$ cat src/core/spm_pkg.sv
`default_nettype none
package spm_pkg;
    // Register indices; byte address is four times the index
    localparam logic [15:0] FUNC_SEL_IDX = 16'h1C00;
    localparam logic [15:0] PULL_ONE_IDX = 16'h1C17;
    localparam logic [15:0] PULL_TWO_IDX = 16'h1C18;
    localparam logic [15:0] PULL_THREE_IDX = 16'h1C19;
    localparam logic [15:0] TAP_SEL_IDX = 16'h1C24;
    localparam logic [15:0] CPU_STAT_IDX = 16'h1C30;

    // Field positions
    localparam int FUNC_SEL_LSB = 0;
    localparam int TAP_SEL_LSB = 0;
    localparam int TAP_GATE_BIT = 2;

    // Reset values
    localparam logic [1:0] FUNC_SEL_RST = 2'h0;
    localparam logic [15:0] PULL_RST = 16'h0000;
    localparam logic [1:0] TAP_SEL_RST = 2'h0;
    localparam logic TAP_GATE_RST = 1'b0;

    // Widths
    localparam int PIN_COUNT = 6;
    localparam int I2S_PINS = 4;
    localparam int TAP_COUNT = 4;

    // Port-0 function codes
    typedef enum logic [1:0] {
        SPM_MODE_SD = 2'b00,
        SPM_MODE_I2S = 2'b01,
        SPM_MODE_GPIO = 2'b10,
        SPM_MODE_RSVD = 2'b11
    } spm_mode_t;

    // Drive of one function or of the pads
    typedef struct packed {
        logic [5:0] out;
        logic [5:0] oe_n;
    } spm_drive_t;
endpackage
`default_nettype wire

$ cat src/core/spm_keeper.sv
`timescale 1ns/10ps
`default_nettype none
module spm_keeper (
    // Clock and reset
    input wire logic clk_i,
    input wire logic rst_i,
    // Control and pad
    input wire logic hold_on_i,
    input wire logic pad_level_i,
    // Holder drive
    output logic hold_en_o,
    output logic hold_level_o
);
    // Holder tracks the pin, so an overdriving source flips it
    always_ff @(posedge clk_i) begin
        if (rst_i) begin
            hold_level_o <= 1'b0;
        end else begin
            hold_level_o <= pad_level_i;
        end
    end

    // Enable follows absence of core power
    always_ff @(posedge clk_i) begin
        if (rst_i) begin
            hold_en_o <= 1'b0;
        end else begin
            hold_en_o <= hold_on_i;
        end
    end
endmodule
`default_nettype wire

$ cat src/core/spm_top.sv
// Summary of operation
// - The two-bit function field routes the six pins to SD on 00, I2S on 01 and GPIO on 10.
// - In I2S mode pins 0 to 3 go to the audio port and pins 4 and 5 stay GPIO bits 4, 5.
// - Each pin has a pull-off bit in pull_inhibit_one that disables its pulldown in any mode.
// - With core power on, holders are off and pulldowns follow their inhibit bits.
// - With core power off and I/O power on, holders are on and all pulldowns are off.
// - An enabled holder keeps the pin's last level and follows an external overdrive.
// - The debug clock pin carries the internal clock chosen by the tap source field.
// - The debug clock pin is held low while the gate-off bit in cpu status is set.
//
// Implementation choice: the Wishbone interface to the registers.
`timescale 1ns/10ps
`default_nettype none
module spm_top (
    // Clock and reset
    input wire logic clk_i,
    input wire logic rst_i,
    // Wishbone slave
    input wire logic wb_cyc_i,
    input wire logic wb_stb_i,
    input wire logic wb_we_i,
    input wire logic [15:0] wb_adr_i,
    input wire logic [3:0] wb_sel_i,
    input wire logic [31:0] wb_dat_i,
    output logic [31:0] wb_dat_o,
    output logic wb_ack_o,
    // Power state
    input wire logic core_supply_i,
    // Function sides
    input wire spm_pkg::spm_drive_t sd_drive_i,
    input wire spm_pkg::spm_drive_t i2s_drive_i,
    input wire spm_pkg::spm_drive_t gpio_drive_i,
    output logic [5:0] sd_in_o,
    output logic [3:0] i2s_in_o,
    output logic [5:0] gpio_in_o,
    // Pads
    input wire logic [5:0] pad_in_i,
    output var spm_pkg::spm_drive_t pad_drive_o,
    output logic [5:0] internal_pulldown_en_o,
    output logic [5:0] hold_en_o,
    output logic [5:0] hold_level_o,
    // Debug clock tap
    input wire logic [3:0] clk_taps_i,
    output logic debug_clock_tap_pin_o
);
    logic [1:0] port0_function_select_reg;
    logic [15:0] pull_inhibit_one_reg;
    logic [15:0] pull_inhibit_two_reg;
    logic [15:0] pull_inhibit_three_reg;
    logic [1:0] clock_tap_source_field_reg;
    logic clock_tap_gate_off_reg;
    logic [15:0] word_idx;
    logic wr_fire;
    logic [15:0] wr_mask;
    logic [15:0] rd_value;
    spm_pkg::spm_drive_t drive_next;
    logic [5:0] sd_in_next;
    logic [3:0] i2s_in_next;
    logic [5:0] gpio_in_next;

    // Bus decode; a write lands at the edge where the master sees ack
    assign word_idx = {2'h0, wb_adr_i[15:2]};
    assign wr_fire = wb_cyc_i && wb_stb_i && wb_we_i && wb_ack_o;
    assign wr_mask = {{8{wb_sel_i[1]}}, {8{wb_sel_i[0]}}};

    // One-wait-state acknowledge
    always_ff @(posedge clk_i) begin
        if (rst_i) begin
            wb_ack_o <= 1'b0;
        end else begin
            wb_ack_o <= wb_cyc_i && wb_stb_i && !wb_ack_o;
        end
    end

    // Read multiplexer; unmapped reads zero
    always_comb begin
        rd_value = 16'h0000;
        unique case (word_idx)
            spm_pkg::FUNC_SEL_IDX: begin
                rd_value[spm_pkg::FUNC_SEL_LSB +: 2] = port0_function_select_reg;
            end
            spm_pkg::PULL_ONE_IDX: rd_value = pull_inhibit_one_reg;
            spm_pkg::PULL_TWO_IDX: rd_value = pull_inhibit_two_reg;
            spm_pkg::PULL_THREE_IDX: rd_value = pull_inhibit_three_reg;
            spm_pkg::TAP_SEL_IDX: rd_value[spm_pkg::TAP_SEL_LSB +: 2] = clock_tap_source_field_reg;
            spm_pkg::CPU_STAT_IDX: rd_value[spm_pkg::TAP_GATE_BIT] = clock_tap_gate_off_reg;
            default: rd_value = 16'h0000;
        endcase
    end

    // Registered read data
    always_ff @(posedge clk_i) begin
        if (rst_i) begin
            wb_dat_o <= 32'h0000_0000;
        end else begin
            wb_dat_o <= {16'h0000, rd_value};
        end
    end

    // Function field write
    always_ff @(posedge clk_i) begin
        if (rst_i) begin
            port0_function_select_reg <= spm_pkg::FUNC_SEL_RST;
        end else if (wr_fire && word_idx == spm_pkg::FUNC_SEL_IDX && wb_sel_i[0]) begin
            port0_function_select_reg <= wb_dat_i[spm_pkg::FUNC_SEL_LSB +: 2];
        end
    end

    // Pull inhibit writes, byte lane masked
    always_ff @(posedge clk_i) begin
        if (rst_i) begin
            pull_inhibit_one_reg <= spm_pkg::PULL_RST;
            pull_inhibit_two_reg <= spm_pkg::PULL_RST;
            pull_inhibit_three_reg <= spm_pkg::PULL_RST;
        end else if (wr_fire) begin
            if (word_idx == spm_pkg::PULL_ONE_IDX) begin
                pull_inhibit_one_reg <= (pull_inhibit_one_reg & ~wr_mask)
                    | (wb_dat_i[15:0] & wr_mask);
            end
            if (word_idx == spm_pkg::PULL_TWO_IDX) begin
                pull_inhibit_two_reg <= (pull_inhibit_two_reg & ~wr_mask)
                    | (wb_dat_i[15:0] & wr_mask);
            end
            if (word_idx == spm_pkg::PULL_THREE_IDX) begin
                pull_inhibit_three_reg <= (pull_inhibit_three_reg & ~wr_mask)
                    | (wb_dat_i[15:0] & wr_mask);
            end
        end
    end

    // Clock tap source and gate writes
    always_ff @(posedge clk_i) begin
        if (rst_i) begin
            clock_tap_source_field_reg <= spm_pkg::TAP_SEL_RST;
            clock_tap_gate_off_reg <= spm_pkg::TAP_GATE_RST;
        end else if (wr_fire && wb_sel_i[0]) begin
            if (word_idx == spm_pkg::TAP_SEL_IDX) begin
                clock_tap_source_field_reg <= wb_dat_i[spm_pkg::TAP_SEL_LSB +: 2];
            end
            if (word_idx == spm_pkg::CPU_STAT_IDX) begin
                clock_tap_gate_off_reg <= wb_dat_i[spm_pkg::TAP_GATE_BIT];
            end
        end
    end

    // Pin routing by function field
    always_comb begin
        drive_next.out = 6'h00;
        drive_next.oe_n = 6'h3F;
        sd_in_next = 6'h00;
        i2s_in_next = 4'h0;
        gpio_in_next = 6'h00;
        unique case (spm_pkg::spm_mode_t'(port0_function_select_reg))
            spm_pkg::SPM_MODE_SD: begin
                drive_next = sd_drive_i;
                sd_in_next = pad_in_i;
            end
            spm_pkg::SPM_MODE_I2S: begin
                drive_next.out = {gpio_drive_i.out[5:4], i2s_drive_i.out[3:0]};
                drive_next.oe_n = {gpio_drive_i.oe_n[5:4], i2s_drive_i.oe_n[3:0]};
                i2s_in_next = pad_in_i[3:0];
                gpio_in_next = {pad_in_i[5:4], 4'h0};
            end
            spm_pkg::SPM_MODE_GPIO: begin
                drive_next = gpio_drive_i;
                gpio_in_next = pad_in_i;
            end
            spm_pkg::SPM_MODE_RSVD: begin
                drive_next.out = 6'h00;
                drive_next.oe_n = 6'h3F;
            end
        endcase
        if (!core_supply_i) begin
            drive_next.out = 6'h00;
            drive_next.oe_n = 6'h3F;
        end
    end

    // Registered pad drive and function inputs
    always_ff @(posedge clk_i) begin
        if (rst_i) begin
            pad_drive_o <= '{out: 6'h00, oe_n: 6'h3F};
            sd_in_o <= 6'h00;
            i2s_in_o <= 4'h0;
            gpio_in_o <= 6'h00;
        end else begin
            pad_drive_o <= drive_next;
            sd_in_o <= sd_in_next;
            i2s_in_o <= i2s_in_next;
            gpio_in_o <= gpio_in_next;
        end
    end

    // Pulldown enables, forced off without core power
    always_ff @(posedge clk_i) begin
        if (rst_i) begin
            internal_pulldown_en_o <= 6'h00;
        end else begin
            internal_pulldown_en_o <= core_supply_i
                ? ~pull_inhibit_one_reg[5:0] : 6'h00;
        end
    end

    // One holder per pin
    genvar g;
    generate
        for (g = 0; g < spm_pkg::PIN_COUNT; g++) begin : gen_keep
            spm_keeper u_keep (
                .clk_i(clk_i),
                .rst_i(rst_i),
                .hold_on_i(!core_supply_i),
                .pad_level_i(pad_in_i[g]),
                .hold_en_o(hold_en_o[g]),
                .hold_level_o(hold_level_o[g])
            );
        end
    endgenerate

    // Debug clock tap selection and gating
    always_ff @(posedge clk_i) begin
        if (rst_i) begin
            debug_clock_tap_pin_o <= 1'b0;
        end else begin
            debug_clock_tap_pin_o <= !clock_tap_gate_off_reg
                && clk_taps_i[clock_tap_source_field_reg];
        end
    end
endmodule
`default_nettype wire

$ cat config.mk
export PLATFORM = sky130hd
export DESIGN_NAME = spm_top
export DESIGN_NICKNAME = d
export VERILOG_FILES = /design/src/core/spm_pkg.sv /design/src/core/spm_keeper.sv /design/src/core/spm_top.sv
export SDC_FILE = /design/constraint.sdc
export NUM_CORES = 1
export LEC_CHECK = 0
export BUFFER_PORTS_ARGS = -buffer_cell sky130_fd_sc_hd__buf_2
export CAP_MARGIN = 20
export CORE_MARGIN = 2
export CORE_UTILIZATION = 44
export DETAILED_ROUTE_END_ITERATION = 10
export HOLD_SLACK_MARGIN = 0.08
export PLACE_DENSITY = 0.72
export SLEW_MARGIN = 20
export SYNTH_ARGS = -nofsm -noshare
export SYNTH_HDL_FRONTEND = slang
export SYNTH_SLANG_ARGS = --single-unit
$ cat constraint.sdc
create_clock -name clk_i -period 1.6 [get_ports clk_i]
set_input_delay 0.08 -clock clk_i [delete_from_list [all_inputs] [get_ports clk_i]]
set_output_delay 0.08 -clock clk_i [all_outputs]
set_load 0.03 [all_outputs]
==> impl_metrics.py, run 1 <==
metrics = {
    "finish": {
        "register_area_mm2": 0.00225,
        "area_growth_pct": 34.2,
        "antenna_cells": 0,
        "final_util": 0.607,
        "final_common_cell": "buf_2",
        "layout_common_cells": "143 x buf_2, 109 x dfxtp_1, 66 x a21oi_1, 56 x nand3_1, 50 x dlygate4sd3_1",
        "multi_input_area_mm2": 0.00210,
        "nFillCells": 896,
        "nNetsFinal": 821,
        "drive_above_1_share": 0.300,
    },
    "synth": {
        "synth_seq_cells": 112,
        "synth.avg_cell_area_um2": 8.97,
        "yosysTopAreaCellShare": 0.480,
        "synthMuxAreaShare": 0.0155,
        "ys.flop_type": "dfxtp_1",
        "synthAdderAreaFrac": 0.0134,
        "yosysTopAreaCell": "dfxtp_1",
        "async_flop_share": 0,
        "ys_seq_area_frac": 0.480,
        "synthTopCellsByArea": "dfxtp_1 48%, a21oi_1 7.1%, nand3_1 6.0%",
        "synth.distinct_cells": 48,
        "synthCells": 521,
        "netlist_area_mm2": 0.00467,
        "synth_edf_count": 0,
        "synth-simple-area-share": 0.216,
        "synth_top_family_by_area": "simple AND/OR/NAND/NOR gates",
        "ys_warn_count": 0,
        "yosys.area_share.xor_xnor": 0,
        "synth_compound_area_frac": 0.190,
    },
    "floorplan": {
        "initial_core_util": 0.453,
        "dieWidth_um": 107,
        "ios": 184,
        "rows": 37,
        "die_h_um": 107,
        "core-area_mm2": 0.0103,
        "die_area_mm2": 0.0115,
    },
    "critical_path": {
        "critical_path_class": "reg2reg",
        "crit_path_end_kind": "flip-flop",
        "slowest_stage": "dfxtp_4",
        "startpoint_type": "flip-flop",
        "path_cells": "inv_1, ha_2, buf_4, a221o_1, mux2i_1, nand2_1",
        "crit_fanout": 7,
        "crit_required_ns": 1.85,
        "cp_top_family": "flip-flops",
        "max_stage_delay_ns": 0.38,
        "r2r_setup_slack_ns": 0.09,
        "crit_buf_inv": 2,
        "r2r_start": "port0_function_select_reg[0]$_SDFFE_PP0P_",
        "r2r_end": "pad_drive_o[3]$_SDFF_PP1_",
        "r2r_cells": 6,
        "arrival_ns": 1.76,
    },
    "grt": {
        "antenna_found_initial": 0,
        "grt_max_degree": 29,
        "grt_pass1_wl_um": 21000,
        "gr-total-overflow": 0,
        "grtUsageTotal": 0.230,
        "grt_pass1_vias": 4404,
    },
    "cts": {
        "cts_buffers": 9,
        "cts_buffer_depth": 2,
        "cts-root-buf": "clkbuf_8",
        "htreeDepth": 3,
        "tritoncts": "done",
        "clkTransAtPathRegs_ns": 0.10,
        "insertion_delay_ns": 0.37,
        "clock-sinks": 112,
    },
    "pwr": {
        "power.leakage_uw": 0.00259,
        "p_per_area_mw_per_mm2": 820,
        "irDropWorstVdd_mv": 0.472,
    },
    "timing": {
        "post-route-min-period_ns": 1.51,
        "finalCritPeriodShare": 0.947,
        "max_freq_mhz": 660,
        "finalSetupViolCount": 0,
        "fin_ws_ns": 0.0853,
        "clock_skew_ns": 0.00768,
        "hold_viol_final": 0,
        "maxSlewViolCount": 0,
        "rsz0062_at_grt": "true",
    },
    "detailed_routing": {
        "avgViaCountPerCell": 5.34,
        "vias": 4554,
        "wl_met1_um": 5620,
        "drc_errors": 0,
        "met3_wirelength_um": 817,
        "wl_met2_um": 6610,
        "ant_nets": 0,
        "firstDrtPassIters": 5,
        "post_drt_wl_per_cell_um": 15.5,
        "top_layer_used": "met4",
        "drtIter0Drc": 338,
        "routed_wl_um": 13200,
    },
    "placement": {
        "dp_slack_ns": -0.0293,
        "dp_hpwl_um": 9230,
        "numPortBuffers": 143,
        "gp_congestion": 0.794,
    },
    "status": {
        "status": "completed",
    },
    "min_path": {
        "holdPathEnd": "gen_keep[5].u_keep.hold_en_o$_SDFF_PP0_",
        "whs_path_depth": 2,
        "hold_path_startpoint": "rst_i",
        "min_path_type": "in2reg",
    },
    "run": {
        "maxCapViolCount": 0,
    },
}
[stage by stage]
step	total power, µW	hold slack (ns)	std cells	area (µm²)	setup TNS (ns)
after floorplan	3200	0.152	536	4730	0
after global placement	3350	0.279	787	5550	0
after detailed placement	3360	0.281	787	5550	-0.0293
after CTS	5170	0.0859	853	6260	0
after global routing	5330	0.104	853	6270	-0.0366
final	5140	0.103	853	6270	0
[routing by layer]
metal	vias to the layer above	GRT usage
met1	2146	0.284
met5	-	0
li1	2202	-
met3	18	0.0371
met2	188	0.406
met4	0	0.0770
[power by group]
group	leakage, µW	internal [µW]	total [µW]	switching, µW
combinational	0.00158	237	560	323
sequential	0.000911	2820	2840	12.2
clock	0.000104	822	1750	927
total	0.00259	3880	5140	1260
[cells by family after synthesis]
| group | count (synthesis) |
|---|---|
| and+or+nand+nor | 169 |
| AOI/OAI and AO/OA | 156 |
| DFF | 112 |
| buffers and inverters | 71 |
| muxes | 7 |
| adders and majority gates | 5 |
| other | 1 |
[timing repair]
item,in CTS,in global routing
endpoints found under the hold margin,74,0
endpoints found under the setup margin,2,9
hold buffers,50,0
gates resized for setup,2,4
pin swaps,0,0
buffers inserted,0,0
[area by class of cell]
class | instances | share of cell area
clock buffer | 13 | 0.0253
clock inverter | 3 | 0.00758
inverter | 2 | 0.00120
multi-input combinational | 353 | 0.335
sequential | 112 | 0.359
tap | 136 | 0.0271
timing repair buffer | 234 | 0.245
[Yosys cell counts, types with 7 or more instances]
cell / instances
nand2_1: 15
a21oi_1: 66
nand4_1: 7
nand3_1: 56
and2_1: 17
dfxtp_1: 112
o21ai_0: 47
buf_2: 10
nor2_1: 19
o21ai_1: 8
buf_4: 30
a22oi_1: 18
nor2b_1: 11
clkbuf_1: 29
nand4b_1: 8
nand2b_1: 10
[how the worst max path moves through the flow]
stage / startpoint / slack (ns) / cells after the start / end
2_1_floorplan: wb_ack_o$_SDFF_PP0_ / 0.08 / 6 / clock_tap_source_field_reg[0]$_SDFFE_PP0P_
3_3_place_gp: wb_adr_i[7] / 0.01 / 7 / wb_dat_o[12]$_SDFF_PP0_
3_5_place_dp: port0_function_select_reg[0]$_SDFFE_PP0P_ / -0.03 / 6 / pad_drive_o[1]$_SDFF_PP1_
4_1_cts: port0_function_select_reg[0]$_SDFFE_PP0P_ / 0.03 / 6 / pad_drive_o[1]$_SDFF_PP1_
5_1_grt: wb_ack_o$_SDFF_PP0_ / -0.02 / 4 / flip-flop
6_report: port0_function_select_reg[0]$_SDFFE_PP0P_ / 0.09 / 6 / pad_drive_o[3]$_SDFF_PP1_
No activity file was read; power rests on OpenSTA's default activity.
==> run 2, diff against run 1 <==
ABC_AREA = 1   (was default)
==> run 2 against run 1 <==
- clock power down 9.7%
- first-iteration DRC count up 9.8%
- utilization down 0.82 points
- cell area down 1.4%
- routed wire length down 6.1%
- combinational power about the same
- area after synthesis down 0.27%
- synthesized cell count up 16%
- setup slack better by 0.057 ns
- clock-buffer cell count down 4
- sequential power about the same
- sequential cell count unchanged
- critical path type unchanged
- critical endpoint is now pad_drive_o[8]$_SDFF_PP0_
==> impl_metrics.py, run 2 <==
metrics = {
    "synth": {
        "ys_seq_area_frac": 0.481,
        "yosysTopAreaCellShare": 0.481,
        "ys.flop_type": "dfxtp_1",
        "netlist_area_mm2": 0.00466,
        "synth.distinct_cells": 28,
        "synthTopCellsByArea": "dfxtp_1 48%, nor2_1 12%, nand2_1 7.0%",
        "synth_edf_count": 0,
        "synth_seq_cells": 112,
        "synth.avg_cell_area_um2": 7.70,
        "synth_common_cells": "149 x nor2_1, 112 x dfxtp_1, 87 x nand2_1",
        "async_flop_share": 0,
        "synthCells": 605,
        "yosysTopAreaCell": "dfxtp_1",
        "ys_warn_count": 0,
        "synthMostInstantiatedCell": "nor2_1",
    },
    "timing": {
        "rsz0062_at_grt": "true",
        "fin_hold_ws_ns": 0.101,
        "clock_skew_ns": 0.0113,
        "maxSlewViolCount": 0,
        "post-route-min-period_ns": 1.46,
        "slew_headroom": 0.645,
        "fin_ws_ns": 0.142,
        "max_freq_mhz": 686,
        "setup_tns_ns": 0,
        "hold_viol_final": 0,
        "finalCritPeriodShare": 0.911,
        "tightest_slew_ns": 0.531,
        "finalSetupViolCount": 0,
    },
    "critical_path": {
        "r2r_cells": 5,
        "crit_required_ns": 1.85,
        "r2r_setup_slack_ns": 0.14,
        "crit_fanout": 8,
        "r2r_end": "pad_drive_o[8]$_SDFF_PP0_",
        "r2r_start": "port0_function_select_reg[1]$_SDFFE_PP0P_",
        "startpoint_type": "flip-flop",
        "crit_path_end_kind": "flip-flop",
        "critical_path_class": "reg2reg",
        "arrival_ns": 1.71,
    },
    "floorplan": {
        "ios": 184,
        "initial_core_util": 0.451,
        "die_h_um": 107,
        "rows": 37,
        "core-area_mm2": 0.0103,
        "die_area_mm2": 0.0114,
        "dieWidth_um": 107,
    },
    "detailed_routing": {
        "post_drt_wl_per_cell_um": 13.1,
        "routed_wl_um": 12400,
        "vias": 4529,
        "avgViaCountPerCell": 4.79,
        "ant_nets": 0,
        "drc_errors": 0,
        "firstDrtPassIters": 5,
        "drtIter0Drc": 371,
    },
    "pwr": {
        "irDropWorstVdd_mv": 0.406,
        "p_per_area_mw_per_mm2": 804,
        "power.leakage_uw": 0.00313,
    },
    "min_path": {
        "whs_path_depth": 3,
        "hold_path_startpoint": "rst_i",
        "min_path_type": "in2reg",
        "holdPathEnd": "gen_keep[5].u_keep.hold_en_o$_SDFF_PP0_",
    },
    "cts": {
        "tritoncts": "done",
        "insertion_delay_ns": 0.36,
        "htreeDepth": 3,
        "cts_buffers": 9,
        "cts_buffer_depth": 2,
        "clock-sinks": 112,
        "cts-root-buf": "clkbuf_8",
        "cts_setup_buffers": 0,
        "clkTransAtPathRegs_ns": 0.11,
    },
    "finish": {
        "area_growth_pct": 32.8,
        "final_area_mm2": 0.00619,
        "nNetsFinal": 914,
        "antenna_cells": 0,
        "layout_common_cells": "147 x nor2_1, 143 x buf_2, 111 x dfxtp_1, 87 x nand2_1, 61 x o21ai_0",
        "drive_above_1_share": 0.265,
        "final_common_cell": "nor2_1",
        "fin_cells": 946,
    },
    "placement": {
        "dp_slack_ns": 0.0844,
        "dp_hpwl_um": 8460,
        "dpl_cell_area_mm2": 0.00541,
        "place_inst": 871,
        "numPortBuffers": 143,
        "gp_congestion": 0.890,
    },
    "status": {
        "status": "completed",
    },
    "grt": {
        "grt_pass1_wl_um": 20100,
        "grt_pass1_vias": 4427,
        "grtUsageTotal": 0.217,
        "antenna_found_initial": 0,
        "gr-total-overflow": 0,
        "grt_max_degree": 69,
    },
    "run": {
        "maxCapViolCount": 0,
    },
}
-- run 2: repair_timing --
action	4_1_cts	5_1_grt
resized for setup	0	3
hold endpoints to repair	90	0
hold buffers	59	0
endpoints found under the setup margin	0	47
-- run 2: critical path: stages (launching register included) --
cell and delay, ns:
dfxtp_1 0.36, inv_1 0.13, ha_1 0.37, inv_1 0.16, o21ai_0 0.27, a21oi_1 0.07
-- run 2: how the worst max path moves through the flow --
stage	from	end	slack, ns	cells after the start
final	port0_function_select_reg[1]$_SDFFE_PP0P_	pad_drive_o[8]$_SDFF_PP0_	0.14	5
after global routing	port0_function_select_reg[1]$_SDFFE_PP0P_	pad_drive_o[0]$_SDFF_PP1_	-0.003	5
after CTS	wb_ack_o$_SDFF_PP0_	flip-flop	0.06	8
after detailed placement	wb_ack_o$_SDFF_PP0_	flip-flop	0.08	8
after global placement	wb_ack_o$_SDFF_PP0_	flip-flop	0.12	8
after floorplan	wb_ack_o$_SDFF_PP0_	flip-flop	0.07	7
-- run 2: routing by layer --
metal	vias to the layer above	routed length, µm	global-route usage
li1	2273	-	-
met1	2065	5220	0.253
met2	169	6260	0.400
met3	22	707	0.0347
met4	0	218	0.0779
met5	-	0	0
-- run 2: cell families (layout without fill, tap and decap cells) --
kind of cell             Yosys count  after routing  synth area share
flip-flops                       112            112             0.481
AO/OA/AOI/OAI                     88             88            0.0991
buffers and inverters             95            285             0.113
adder cells (fa/ha/maj)            5              5            0.0134
AND/OR/NAND/NOR                  304            304             0.292
other                              1             16          0.000805
-- run 2: area by class of cell --
cell class,count,area (µm²)
Inverter,49,189
Timing Repair Buffer,220,1450
Tap cell,136,170
Fill cell,897,4140
Clock buffer,9,124
Clock inverter,7,53.8
Sequential cell,112,2240
Multi-Input combinational cell,413,1950
-- run 2: metrics by stage --
stage,power [µW],util
after global placement,3340,0.524
final,4980,0.599
after detailed placement,3340,0.524
after floorplan,3200,-
after CTS,5000,0.599
after global routing,5170,0.599
-- run 2: power by group --
group	switching, µW	internal [µW]	leakage (µW)
sequential	12.6	2830	0.000910
clock	990	585	0.0000879
combinational	330	231	0.00213
==> run 3, diff against run 2 <==
CORE_UTILIZATION = 48   (was 44)
PLACE_DENSITY = 0.75   (was 0.72)
clock period = 1.5 ns   (was 1.6 ns; I/O delays follow)
==> run 3 against run 2 <==
- first-iteration DRC count shrank 25%
- non-clock buffer count grew 2
- setup slack lost 0.036 ns
- total power grew 7.2%
- via count shrank 0.60%
- register-to-register slack lost 0.04 ns
- largest cell class unchanged
- largest power group unchanged
- highest routed layer unchanged
==> impl_metrics.py, run 3 (synthesis gave the netlist of run 2 again) <==
metrics = {
    "status": {
        "status": "completed",
    },
    "detailed_routing": {
        "vias": 4502,
        "ant_nets": 0,
        "wl_met1_um": 5080,
        "met3_wirelength_um": 974,
        "drtIter0Drc": 277,
        "drc_errors": 0,
        "post_drt_wl_per_cell_um": 13.5,
        "firstDrtPassIters": 5,
        "routed_wl_um": 12700,
        "avgViaCountPerCell": 4.78,
        "top_layer_used": "met4",
        "wl_met2_um": 6470,
    },
    "min_path": {
        "whs_path_depth": 3,
        "holdPathEnd": "gen_keep[5].u_keep.hold_en_o$_SDFF_PP0_",
        "hold_path_startpoint": "rst_i",
        "min_path_type": "in2reg",
    },
    "timing": {
        "tightest_slew_ns": 0.502,
        "finalCritPeriodShare": 0.929,
        "fin_ws_ns": 0.107,
        "clock_skew_ns": 0.0138,
        "rsz0062_at_grt": "false",
        "maxSlewViolCount": 0,
        "finalSetupViolCount": 0,
        "fin_hold_ws_ns": 0.105,
        "hold_viol_final": 0,
        "slew_headroom": 0.664,
        "setup_tns_ns": 0,
        "post-route-min-period_ns": 1.39,
        "max_freq_mhz": 718,
    },
    "finish": {
        "antenna_cells": 0,
        "nNetsFinal": 916,
        "drive_above_1_share": 0.272,
        "layout_common_cells": "148 x nor2_1, 143 x buf_2, 109 x dfxtp_1, 86 x nand2_1, 60 x o21ai_0",
        "nFillCells": 783,
        "area_growth_pct": 33.4,
        "fin_cells": 941,
        "final_common_cell": "nor2_1",
    },
    "grt": {
        "grtUsageTotal": 0.247,
        "grt_max_degree": 69,
        "grt_pass1_vias": 4460,
        "antenna_found_initial": 0,
        "grt_pass1_wl_um": 20400,
        "gr-total-overflow": 0,
    },
    "critical_path": {
        "cp_top_family": "compound AO/OA/AOI/OAI gates",
        "r2r_setup_slack_ns": 0.11,
        "crit_buf_inv": 2,
        "max_stage_delay_ns": 0.37,
        "crit_required_ns": 1.76,
        "critical_path_class": "reg2reg",
        "startpoint_type": "flip-flop",
        "r2r_start": "port0_function_select_reg[0]$_SDFFE_PP0P_",
        "crit_fanout": 9,
        "critPathLaunch": "port0_function_select_reg[0]$_SDFFE_PP0P_",
        "arrival_ns": 1.65,
        "r2r_end": "pad_drive_o[1]$_SDFF_PP1_",
        "r2r_cells": 5,
        "slowest_stage": "dfxtp_2",
        "crit_path_end_kind": "flip-flop",
        "path_cells": "inv_1, ha_1, buf_4, a221oi_1, o21ai_0",
    },
    "cts": {
        "cts-root-buf": "clkbuf_8",
        "clock-sinks": 112,
        "htreeDepth": 3,
        "tritoncts": "done",
        "insertion_delay_ns": 0.38,
        "cts_buffer_depth": 2,
        "cts_buffers": 9,
        "clkTransAtPathRegs_ns": 0.10,
    },
    "floorplan": {
        "die_h_um": 103,
        "initial_core_util": 0.500,
        "ios": 184,
        "die_area_mm2": 0.0105,
        "dieWidth_um": 103,
        "core-area_mm2": 0.00933,
        "rows": 35,
    },
    "placement": {
        "place_inst": 863,
        "dp_hpwl_um": 8470,
        "numPortBuffers": 143,
        "dp_slack_ns": 0.0411,
        "gp_congestion": 0.806,
    },
    "pwr": {
        "finalPower_uw": 5330,
        "irDropWorstVdd_mv": 0.506,
        "power.leakage_uw": 0.00315,
        "p_per_area_mw_per_mm2": 858,
    },
    "run": {
        "maxCapViolCount": 0,
    },
}
-- run 3: cell types whose count changed in the layout (fill, tap and decap cells not counted), sizes merged --
cell,delta
buf,+2
clkbuf,+1
clkinv,+1
clkinvlp,-2
-- run 3: through the flow --
stage | cell area, µm² | util
after global placement | 5400 | 0.579
after CTS | 6170 | 0.662
after global routing | 6220 | 0.667
final | 6220 | 0.667
after detailed placement | 5400 | 0.579
after floorplan | 4720 | -
-- run 3: layout make-up --
| class | instances | area (µm²) | area share |
|---|---|---|---|
| Tap cell | 129 | 161 | 0.0260 |
| Multi-Input combinational cell | 413 | 1970 | 0.316 |
| Inverter | 49 | 189 | 0.0304 |
| Sequential cell | 112 | 2250 | 0.361 |
| Timing Repair Buffer | 222 | 1470 | 0.236 |
| Clock inverter | 6 | 48.8 | 0.00785 |
| Clock buffer | 10 | 138 | 0.0221 |
-- run 3: how the worst max path moves through the flow --
| stage | end | depth (start not counted) |
|---|---|---|
| 3_3_place_gp | flip-flop | 8 |
| 2_1_floorplan | flip-flop | 7 |
| 3_5_place_dp | flip-flop | 7 |
| 5_1_grt | pad_drive_o[10]$_SDFF_PP0_ | 6 |
| 4_1_cts | flip-flop | 7 |
| 6_report | pad_drive_o[1]$_SDFF_PP1_ | 5 |
-- run 3: where the power goes --
part	switching, µW	leakage (µW)	internal, µW
clock network	1030	0.0000976	672
logic	356	0.00214	246
registers	12.9	0.000911	3010
-- run 3: worst min-delay path: cells and delay by family --
kind | cells | cell delay, ns
buffers and inverters | 2 | 0.31
and+or+nand+nor | 1 | 0.05
-- run 3: per-layer routing --
layer  GRT usage  vias up
met1       0.277     2036
met2       0.457      176
met4      0.0903        0
li1            -     2269
met5           0        -
met3      0.0542       21
-- run 3: what timing repair did --
item / 4_1_cts / 5_1_grt
resized for setup: 0 / 8
hold endpoints to repair: 90 / 0
setup endpoints to repair: 0 / 62
hold buffers: 59 / 0
setup buffers: 0 / 3
